`src/clock_source_routing_consts.vh`:
```
// Register map, field positions, reset values and limits of the clock routing block
`ifndef CLOCK_SOURCE_ROUTING_CONSTS_VH
`define CLOCK_SOURCE_ROUTING_CONSTS_VH

// Register indices; byte address is four times the index
`define IDX_PLL_POWER_POLARITY 10'h010
`define IDX_OSC_CALIBRATION    10'h018
`define IDX_PRE_DIVIDER_RATIO  10'h1e0
`define IDX_SOURCE_PATH        10'h1e1
`define IDX_CONFIG_TRANSFER    10'h232
`define IDX_ROUTING_STATUS     10'h233

// Field positions
`define POS_PLL_POWER_LSB      0
`define POS_PLL_POWER_MSB      1
`define POS_PFD_POLARITY       7
`define POS_CAL_START          0
`define POS_RATIO_LSB          0
`define POS_RATIO_MSB          2
`define POS_DIV_BYPASS         0
`define POS_SOURCE_SELECT      1

// Reset values
`define RST_PLL_POWER_POLARITY 8'h01
`define RST_OSC_CALIBRATION    8'h00
`define RST_PRE_DIVIDER_RATIO  8'h02
`define RST_SOURCE_PATH        8'h00

// Codes
`define PLL_POWER_NORMAL       2'h0
`define PLL_POWER_DOWN         2'h1
`define TRANSFER_COMMAND       8'h01
`define RATIO_CODE_DIV2        3'h0
`define RATIO_CODE_DIV6        3'h4
`define RATIO_MIN              3'h2

// Frequency limits in MHz
`define EXT_CLK_MAX_MHZ        2400
`define CHANNEL_DIV_MAX_MHZ    1600

`endif

```
`src/pre_divider.v`:
```
// Pre-divider between the selected clock source and the distribution section
`timescale 1ns/100ps
`include "clock_source_routing_consts.vh"

module pre_divider (
    // Clock and reset
    input  wire       clk,
    input  wire       rst_n,
    // Control
    input  wire [2:0] ratioCode,
    input  wire       bypass,
    // Source and distribution ticks
    input  wire       srcTick,
    output reg        distTick_q
);

    reg  [2:0] count_q;
    wire [2:0] ratio;
    wire [2:0] terminal;

    // Codes above divide-by-6 clamp to 6; the ratio never drops below 2
    assign ratio = (ratioCode > `RATIO_CODE_DIV6) ? 3'h6
                 : ratioCode + `RATIO_MIN;
    assign terminal = ratio - 3'h1;

    always @(posedge clk or negedge rst_n) begin
        if (!rst_n) begin
            count_q    <= 3'h0;
            distTick_q <= 1'b0;
        end else if (bypass) begin
            count_q    <= 3'h0;
            distTick_q <= srcTick;
        end else if (srcTick) begin
            if (count_q >= terminal) begin
                count_q    <= 3'h0;
                distTick_q <= 1'b1;
            end else begin
                count_q    <= count_q + 3'h1;
                distTick_q <= 1'b0;
            end
        end else begin
            distTick_q <= 1'b0;
        end
    end

endmodule // pre_divider

```
`src/osc_calibration.v`:
```
// Oscillator calibration sequencer
`timescale 1ns/100ps

module osc_calibration #(
    parameter CAL_CYCLES = 1000
) (
    // Clock and reset
    input  wire clk,
    input  wire rst_n,
    // Control
    input  wire start,
    input  wire calReset,
    // Status
    output reg  busy_q,
    output reg  done_q
);

    reg [31:0] count_q;

    always @(posedge clk or negedge rst_n) begin
        if (!rst_n) begin
            count_q <= 32'h0000_0000;
            busy_q  <= 1'b0;
            done_q  <= 1'b0;
        end else if (start) begin
            count_q <= CAL_CYCLES - 1;
            busy_q  <= 1'b1;
            done_q  <= 1'b0;
        end else if (calReset) begin
            count_q <= 32'h0000_0000;
            busy_q  <= 1'b0;
            done_q  <= 1'b0;
        end else if (busy_q) begin
            if (count_q == 32'h0000_0000) begin
                busy_q <= 1'b0;
                done_q <= 1'b1;
            end else begin
                count_q <= count_q - 32'h0000_0001;
            end
        end
    end

endmodule // osc_calibration

```
`src/clock_source_routing_config.v`:
```
// Staged clock source and path configuration with Avalon-MM register access
//
// Summary of operation
// - Reset: PLL off, divide-by-4, divider used, external.
// - External clock to 2400 MHz through divider.
// - Pre-divider ratio is never below two.
// - Three-bit code selects ratio 2 through 6.
// - Settings apply only after transfer register gets 0x01.
// - Power code 01 powers down, 00 runs.
// - Source bit one picks oscillator, zero external.
// - Bypass bit one skips the pre-divider.
// - Polarity bit zero positive, one negative sense.
// - External source keeps internal oscillator powered off.
// - Transfer that changes the active calibration bit from 0 to 1 starts oscillator calibration.
`timescale 1ns/100ps
`include "clock_source_routing_consts.vh"

module clock_source_routing_config #(
    parameter CAL_CYCLES = 1000
) (
    // Clock and reset
    input  wire        clk,
    input  wire        rst_n,
    // Avalon-MM slave
    input  wire [9:0]  address,
    input  wire        read,
    input  wire        write,
    input  wire [31:0] writedata,
    output reg  [31:0] readdata,
    output reg         waitrequest,
    // Source clock ticks
    input  wire        extClkTick,
    input  wire        oscTick,
    // Distribution path
    output wire        distTick,
    // Active configuration
    output reg  [1:0]  pllPowerCode,
    output reg         pllPowerDown,
    output reg         pfdPolarityNeg,
    output reg  [2:0]  preDivCode,
    output reg         dividerBypass,
    output reg         sourceIsOsc,
    output reg         oscPowerOn,
    // Calibration status
    output wire        calBusy,
    output wire        calDone
);

    // Bus handshake states
    localparam [1:0] BUS_IDLE = 2'b01;
    localparam [1:0] BUS_ACK  = 2'b10;

    // Reset words held as named constants so their fields can be sliced
    localparam [7:0] RST_PLL_WORD   = `RST_PLL_POWER_POLARITY;
    localparam [7:0] RST_RATIO_WORD = `RST_PRE_DIVIDER_RATIO;

    reg  [1:0] busState_q;
    reg  [1:0] busState_d;

    // Staged copies seen by software
    reg  [7:0] pllCtl_q;
    reg  [7:0] calCtl_q;
    reg  [7:0] ratioCtl_q;
    reg  [7:0] pathCtl_q;

    // Active copy of the calibration bit
    reg        actCal_q;

    // Pulses for one cycle when a transfer is taken
    reg        transfer;
    reg        calStart;
    reg        calClear;

    wire       writeTaken;
    wire       readStart;
    reg [31:0] readValue;

    wire       selTick;
    wire       newCal;
    wire       newSource;

    // A request is answered one cycle after it is first seen
    assign writeTaken = write && (busState_q == BUS_ACK);
    assign readStart  = read && (busState_q == BUS_IDLE);

    always @* begin
        case (busState_q)
            BUS_IDLE: begin
                if (read || write) begin
                    busState_d = BUS_ACK;
                end else begin
                    busState_d = BUS_IDLE;
                end
            end
            BUS_ACK: begin
                busState_d = BUS_IDLE;
            end
            default: begin
                busState_d = BUS_IDLE;
            end
        endcase
    end

    always @(posedge clk or negedge rst_n) begin
        if (!rst_n) begin
            busState_q  <= BUS_IDLE;
            waitrequest <= 1'b1;
        end else begin
            busState_q  <= busState_d;
            waitrequest <= (busState_d != BUS_ACK);
        end
    end

    // Staged registers take writes; nothing reaches the hardware yet
    always @(posedge clk or negedge rst_n) begin
        if (!rst_n) begin
            pllCtl_q   <= `RST_PLL_POWER_POLARITY;
            calCtl_q   <= `RST_OSC_CALIBRATION;
            ratioCtl_q <= `RST_PRE_DIVIDER_RATIO;
            pathCtl_q  <= `RST_SOURCE_PATH;
        end else if (writeTaken) begin
            case (address)
                `IDX_PLL_POWER_POLARITY: begin
                    pllCtl_q <= writedata[7:0];
                end
                `IDX_OSC_CALIBRATION: begin
                    calCtl_q <= writedata[7:0];
                end
                `IDX_PRE_DIVIDER_RATIO: begin
                    ratioCtl_q <= writedata[7:0];
                end
                `IDX_SOURCE_PATH: begin
                    pathCtl_q <= writedata[7:0];
                end
                default: begin
                    pllCtl_q <= pllCtl_q;
                end
            endcase
        end
    end

    // Only the exact command value triggers a transfer
    always @* begin
        transfer = writeTaken
                && (address == `IDX_CONFIG_TRANSFER)
                && (writedata[7:0] == `TRANSFER_COMMAND);
    end

    assign newCal    = calCtl_q[`POS_CAL_START];
    assign newSource = pathCtl_q[`POS_SOURCE_SELECT];

    // Calibration runs only on a 0 to 1 change of the active bit,
    // so a repeat needs the bit cleared by an earlier transfer
    always @* begin
        calStart = transfer && newCal && !actCal_q;
        calClear = transfer && !newCal;
    end

    // Every active field loads on the same edge
    always @(posedge clk or negedge rst_n) begin
        if (!rst_n) begin
            pllPowerCode   <= RST_PLL_WORD[`POS_PLL_POWER_MSB:`POS_PLL_POWER_LSB];
            pllPowerDown   <= 1'b1;
            pfdPolarityNeg <= 1'b0;
            preDivCode     <= RST_RATIO_WORD[`POS_RATIO_MSB:`POS_RATIO_LSB];
            dividerBypass  <= 1'b0;
            sourceIsOsc    <= 1'b0;
            oscPowerOn     <= 1'b0;
            actCal_q       <= 1'b0;
        end else if (transfer) begin
            pllPowerCode   <= pllCtl_q[`POS_PLL_POWER_MSB:`POS_PLL_POWER_LSB];
            pllPowerDown   <= (pllCtl_q[`POS_PLL_POWER_MSB:`POS_PLL_POWER_LSB]
                               != `PLL_POWER_NORMAL);
            pfdPolarityNeg <= pllCtl_q[`POS_PFD_POLARITY];
            preDivCode     <= ratioCtl_q[`POS_RATIO_MSB:`POS_RATIO_LSB];
            dividerBypass  <= pathCtl_q[`POS_DIV_BYPASS];
            sourceIsOsc    <= newSource;
            oscPowerOn     <= newSource;
            actCal_q       <= newCal;
        end
    end

    // The oscillator tick is ignored whenever it is powered off
    assign selTick = sourceIsOsc ? (oscTick && oscPowerOn)
                                 : extClkTick;

    pre_divider u_preDivider (
        .clk        (clk),
        .rst_n      (rst_n),
        .ratioCode  (preDivCode),
        .bypass     (dividerBypass),
        .srcTick    (selTick),
        .distTick_q (distTick)
    );

    osc_calibration #(
        .CAL_CYCLES (CAL_CYCLES)
    ) u_oscCalibration (
        .clk      (clk),
        .rst_n    (rst_n),
        .start    (calStart),
        .calReset (calClear),
        .busy_q   (calBusy),
        .done_q   (calDone)
    );

    // Staged values read back; status shows the live state
    always @* begin
        case (address)
            `IDX_PLL_POWER_POLARITY: begin
                readValue = {24'h00_0000, pllCtl_q};
            end
            `IDX_OSC_CALIBRATION: begin
                readValue = {24'h00_0000, calCtl_q};
            end
            `IDX_PRE_DIVIDER_RATIO: begin
                readValue = {24'h00_0000, ratioCtl_q};
            end
            `IDX_SOURCE_PATH: begin
                readValue = {24'h00_0000, pathCtl_q};
            end
            `IDX_ROUTING_STATUS: begin
                readValue = {24'h00_0000,
                             pllPowerDown,
                             pfdPolarityNeg,
                             actCal_q,
                             sourceIsOsc,
                             dividerBypass,
                             oscPowerOn,
                             calDone,
                             calBusy};
            end
            default: begin
                readValue = 32'h0000_0000;
            end
        endcase
    end

    always @(posedge clk or negedge rst_n) begin
        if (!rst_n) begin
            readdata <= 32'h0000_0000;
        end else if (readStart) begin
            readdata <= readValue;
        end
    end

endmodule // clock_source_routing_config

```
`config.mk`:
```
export PLATFORM = sky130hd
export DESIGN_NAME = clock_source_routing_config
export DESIGN_NICKNAME = d
export VERILOG_FILES = /design/src/pre_divider.v /design/src/osc_calibration.v /design/src/clock_source_routing_config.v
export VERILOG_INCLUDE_DIRS = /design/src
export SDC_FILE = /design/constraint.sdc
export NUM_CORES = 1
export LEC_CHECK = 0
export BUFFER_PORTS_ARGS = -buffer_cell sky130_fd_sc_hd__buf_2
export CAP_MARGIN = 20
export CORE_UTILIZATION = 50
export DETAILED_ROUTE_END_ITERATION = 16
export PLACE_DENSITY = 0.83
export SLEW_MARGIN = 10
export SYNTH_ARGS = -nofsm -noshare
export SYNTH_HDL_FRONTEND = slang
export SYNTH_SLANG_ARGS = --single-unit
```
`constraint.sdc`:
```
create_clock -name clk -period 3.8 [get_ports clk]
set_clock_uncertainty 0.2 [all_clocks]
set_input_delay 0.38 -clock clk [delete_from_list [all_inputs] [get_ports clk]]
set_output_delay 0.38 -clock clk [all_outputs]
set_load 0.02 [all_outputs]
```
# == Word level (Yosys, flattened, before mapping) ==
# Cells that the tools add are included.
# word_totals
memories,0
latch_bits,0
out_inout_bits,46
ram_bits,0
rom_bits,0
wordCells,81
input_bits,48
ff_bits,115
# classes
mux,23
shifts,0
mul,0
n_eq_ne,11
order_cmp,2
n_bitwise,0
add_sub_neg,4
div_mod_pow,0
reduce_logical,22
# ops
op,n
32-bit two-way mux,4
8-bit case mux with 5 select lines,1
32-bit logical NOT,1
32-bit by 1-bit subtractor with 32-bit output (second input constant),1
10-bit equality test (second input constant),2
10-bit by 5-bit equality test with 1-bit output (second input constant),2
10-bit by 9-bit equality test with 1-bit output (second input constant),2
1-bit two-way mux,12
3-bit two-way mux,4
2-bit AND reduction,6
8-bit by 1-bit equality test with 1-bit output (second input constant),1
1-bit logical AND,8
3-bit nonzero test,2
2-bit two-way mux,2
2-bit nonzero test,2
3-bit by 1-bit adder with 3-bit output (second input constant),1
3-bit by 2-bit adder with 3-bit output (second input constant),1
3-bit greater-or-equal comparator,1
3-bit greater-than comparator (second input constant),1
3-bit inequality test (second input constant),1
3-bit by 1-bit subtractor with 3-bit output (second input constant),1
2-bit by 1-bit equality test with 1-bit output (second input constant),1
2-bit equality test (second input constant),1
1-bit logical NOT,2
2 further kinds,2

# == Logic depth before layout (Yosys ltp) ==
# depth
depth_word,8
mapped_depth,9
ltp_nobuf,8

# == By module ==
# From an unflattened synthesis, not the netlist that was laid out.
# hier_totals
hier_cells,438
area_unflattened_um2,4892.2
# modules_own_cells
mod,n_inst,seq_area_each_um2,area_each_um2,cells_per_inst
clock_source_routing_config,1,1308.8,2678.8,215
osc_calibration,1,850.8,1924.3,192
pre_divider,1,100.1,289.0,31

# == Worst setup path before layout ==
# Ideal clock, no wire load.
# synth_path
path_kind,flip-flop to flip-flop
startpoint,register u_oscCalibration.count_q[26]
endpoint,register u_oscCalibration.count_q[1]
setup_ns,0.077
period_less_slack_ns,2.237
required_time_ns,3.523
path_slack_ns,1.563
arrival_time_ns,1.960
stages_incl_launch_ff,7
path_buffers,1
path_cell_list,dfrtp_1 > or4_1 > nor2_2 > a31o_2 > buf_4 > mux2_2 > a21oi_1
# synth_between
elab_chain_cells,3
# synth_rtl
element,line_no,text
start: declaration,osc_calibration.v:18,reg [31:0] count_q;
start signal: assignment,osc_calibration.v:26,count_q <= CAL_CYCLES - 1;
start signal: assignment,osc_calibration.v:38,count_q <= count_q - 32'h0000_0001;
32-bit logical NOT,osc_calibration.v:34,if (count_q == 32'h0000_0000) begin
3-bit inequality test (no source line),n/a,
2-bit AND reduction (no source line),n/a,
# No other way between the ends.
# A chain may end at the register's enable or synchronous reset.

# == Final worst setup path ==
# layout_path
startpoint,register u_oscCalibration.count_q[0]
endpoint,register u_oscCalibration.count_q[19]
# layout_between
elab_chain_cells,5
elab_cells_between_ends,8
cone_classes,add/sub: 1; eq/ne: 1; mux: 4; reduce/logical: 2
# layout_rtl
element,line_no,text
32-bit by 1-bit subtractor with 32-bit output,osc_calibration.v:38,
32-bit two-way mux,osc_calibration.v:34,
32-bit two-way mux,osc_calibration.v:33,end else if (busy_q) begin
32-bit two-way mux,osc_calibration.v:29,end else if (calReset) begin
32-bit two-way mux,osc_calibration.v:25,end else if (start) begin
# Parallel ways exist; a longest one is shown, timed or not. The select of a mux whose other input is x is not followed.

==> summary.md <==
| Metric | Value |
|---|---|
| Synth Register Bits | 90 |
| Area of the core | 9240 um^2 |
| Post-route DRC | 0 |
| Gr ovfl total | 0 |
| Max-cap violations | 0 |
| Worst hold path class | in -> reg |
| Setup violators final | 0 |
| Initial Util | 51.8% |
| Hold slack | 0.0876 ns |
| RSZ-0062 raised after global routing | false |
| Period minus WS final | 2.59 ns |
| Detailed Route WL | 9750 um |
| Core Util, Final | 56.6% |
| Placer Congestion | 0.842 |
| Required @ worst endpoint | 3.82 ns |
| Largest cells by area after synthesis | dfrtp_1 (44%), mux2_2 (12%), buf_4 (4.2%), dfstp_2 (3.3%), nor2_1 (3.1%) |
| Sw power | 604 uW |
| CP Capture Type | flip-flop |
| Syn Area/Cell | 11.1 um^2 |
| Clock latency on the worst-skew pair | 0.36 ns |
| Die area | 9960 um^2 |
| Comb pwr share | 14.0% |
| Synth Instances | 430 |
| Final Net Count | 529 |
| Sw Share | 30.6% |
| Pleak | 0.00219 uW |
| Internal | 1370 uW |
| Number of CTS-inserted buffers | 9 |
| Total power draw | 1980 uW |
| Area leader, netlist | dfrtp_1 |
| Initial DRC Count | 110 |
| Clock Root Buffer | clkbuf_8 |
| Drt pass-1 iters | 4 |
| Power Density | 378 nW/um^2 |
| Setup TNS | 0 ns |
| Vias in the first global route | 3315 |
| Final period util | 68.1% |
| Final Hold Viols | 0 |
| Pin count of the biggest net entering global routing | 76 |
| Worst Path Max Fanout | 11 |
| Die Height | 99.8 um |
| ANT cells | 0 |
| Reg2Reg Setup Slack | 1.21 ns |
| Synth warnings | 0 |
| Slew margin rel. | 38.1% |
| Initial antenna violation count | 0 |
| Startpoint Class | flip-flop |
| Asr flop ratio synth | 100% |
| Slew @ Worst Pin | 0.928 ns |
| First-pass GRT wire length | 16100 um |
| Final ANT Viol Nets | 0 |
| Aggregate global-route resource usage | 20.7% |
| Row cnt | 35 |
| Final non-filler cell total | 609 |
| Post-Place Cells | 592 |
| CTS H-tree lvls | 3 |
| Hpwl dp | 6930 um |
| Post-synth EDFFs | 0 |
| I/O Buffers | 45 |
| Maximum root-to-sink buffer count | 2 |
| Synth-to-Final Area Change | 9.37% |
| Clock network power share | 32.6% |
| Num Clock Sinks | 90 |
| Worst ir drop on vdd | 0.236 mV |
| Drt via density | 5.52 |
| Routed vias | 3360 |
| Post-Syn Area | 4780 um^2 |
| Status | completed |
| Critical Path AT | 2.61 ns |
| Critical path class | reg -> reg |
| Flop pwr share | 53.3% |
| Share of the synthesized area in the top cell type | 44.0% |
| Achievable clock frequency | 387 MHz |
| Max-slew violations | 0 |
| IO Count | 94 |
| Synth Flop Type | dfrtp_1 |
| Avg WL per Cell | 16.0 um |
| Post-synth cell types | 63 |
| Share of cells above drive strength 1 | 30.2% |
| CTS tree | yes |
| Die X | 99.8 um |
| Reg clk slew, reported paths | 0.10 ns |
| Register area share after synthesis | 47.3% |
## cells by family (layout without fill, tap and decap cells)
| kind of cell | Yosys count | count (layout) | synth area share [%] |
|---|---|---|---|
| buffers and inverters | 44 | 71 | 5.70 |
| multiplexers | 58 | 58 | 13.5 |
| other | 1 | 24 | 0.0784 |
| adder cells (fa/ha/maj) | 6 | 6 | 1.57 |
| flip-flops | 90 | 90 | 47.3 |
| AND/OR/NAND/NOR | 148 | 148 | 18.7 |
| AO/OA/AOI/OAI | 54 | 54 | 7.85 |
| XOR/XNOR | 29 | 29 | 5.31 |
## final timing paths
check	from	endpoint	cells after the start
worst min-delay path	write	busState_q[1]$_DFF_PN0_	2
worst max register to register	u_oscCalibration.count_q[0]$_DFFE_PN0P_	u_oscCalibration.count_q[19]$_DFFE_PN0P_	8
min in group asynchronous	rst_n	u_oscCalibration.count_q[20]$_DFFE_PN0P_	2
max in group asynchronous	rst_n	preDivCode[1]$_DFFE_PN1N_	3
worst min register to register	readdata[0]$_DFFE_PN0P_	readdata[0]$_DFFE_PN0P_	2
worst max-delay path	u_oscCalibration.count_q[0]$_DFFE_PN0P_	u_oscCalibration.count_q[19]$_DFFE_PN0P_	8
## per-layer routing
| layer | vias up | GRT usage (%) | share of wire [%] |
|---|---|---|---|
| met5 | - | 0 | 0 |
| met4 | 0 | 6.67 | 0.80 |
| met3 | 8 | 4.39 | 4.0 |
| met2 | 73 | 35.3 | 52 |
| met1 | 1693 | 26.5 | 43 |
| li1 | 1586 | - | - |
## area by class of cell
cell class | instances | area (um^2)
Clock buffer | 9 | 124
Clock inverter | 7 | 73.8
Fill cell | 751 | 4010
Inverter | 8 | 30.0
Multi-Input combinational cell | 319 | 2340
Sequential cell | 90 | 2260
Tap cell | 129 | 161
Timing Repair Buffer | 47 | 245
## per-stage QoR
| stage | setup WS (ns) | area, um^2 |
|---|---|---|
| after global placement | 1.11 | 5020 |
| after global routing | 0.964 | 5230 |
| after detailed placement | 1.06 | 5020 |
| after CTS | 1.21 | 5230 |
| after floorplan | 1.56 | 4870 |
| final | 1.21 | 5230 |
## state kept, by name (all words and copies together) (netlist names), 2 cells and up
register,cells
preDivCode,3
busState_q,2
calCtl_q,8
u_preDivider.count_q,3
readdata,8
pllPowerCode,2
ratioCtl_q,8
u_oscCalibration.count_q,32
pllCtl_q,8
pathCtl_q,8
## repair_timing
item                                    4_1_cts  5_1_grt
endpoints found under the setup margin        0        0
resized for setup                             0        0
buffers inserted                              0        0
hold buffers                                  1        0
hold endpoints to repair                     63        0
## worst max-delay path: stages (launching register included)
cell and delay (ns):
dfrtp_1 0.39, inv_1 0.09, ha_1 0.22, nor4b_1 0.35
and4b_1 0.31, nand3_1 0.35, nand3_1 0.33, or4_1 0.14
a21oi_1 0.07
## cells in the mapped netlist, types with 7 or more instances
library cell / count
a21oi_1: 20
buf_4: 27
dfrtp_1: 84
inv_1: 8
mux2_2: 53
nand2_1: 27
nand3_1: 11
nor2_1: 39
nor3_1: 11
o21ai_0: 10
or4_1: 7
xnor2_1: 14
xor2_1: 15
## power by group through the flow
stage / clock, uW / sequential (uW) / combinational (uW)
after floorplan: 0 / 1080 / 188
after global placement: 0 / 1070 / 264
after detailed placement: 0 / 1070 / 277
after CTS: 663 / 1050 / 279
after global routing: 696 / 1060 / 313
final: 645 / 1050 / 277
## layout by cell type, fill, tap and decap left out, drive strengths merged, types with 2 or more instances in the layout
cell type,synthesis,final
a2111oi,2,2
a21oi,21,21
a222oi,2,2
buf,32,46
clkbuf,4,9
conb,1,24
dfrtp,84,84
dfstp,6,6
ha,6,6
inv,8,14
mux2,53,53
mux2i,5,5
nand2,28,28
nand2b,3,3
nand3,12,12
nand3b,3,3
nand4,2,2
nand4b,2,2
nor2,41,41
nor2b,4,4
nor3,15,15
nor3b,4,4
nor4,9,9
nor4b,4,4
o21ai,10,10
o2bb2ai,6,6
o31ai,2,2
or3,3,3
or4,9,9
or4b,2,2
xnor2,14,14
xor2,15,15
Note: power is estimated with default switching activity, not from simulation.
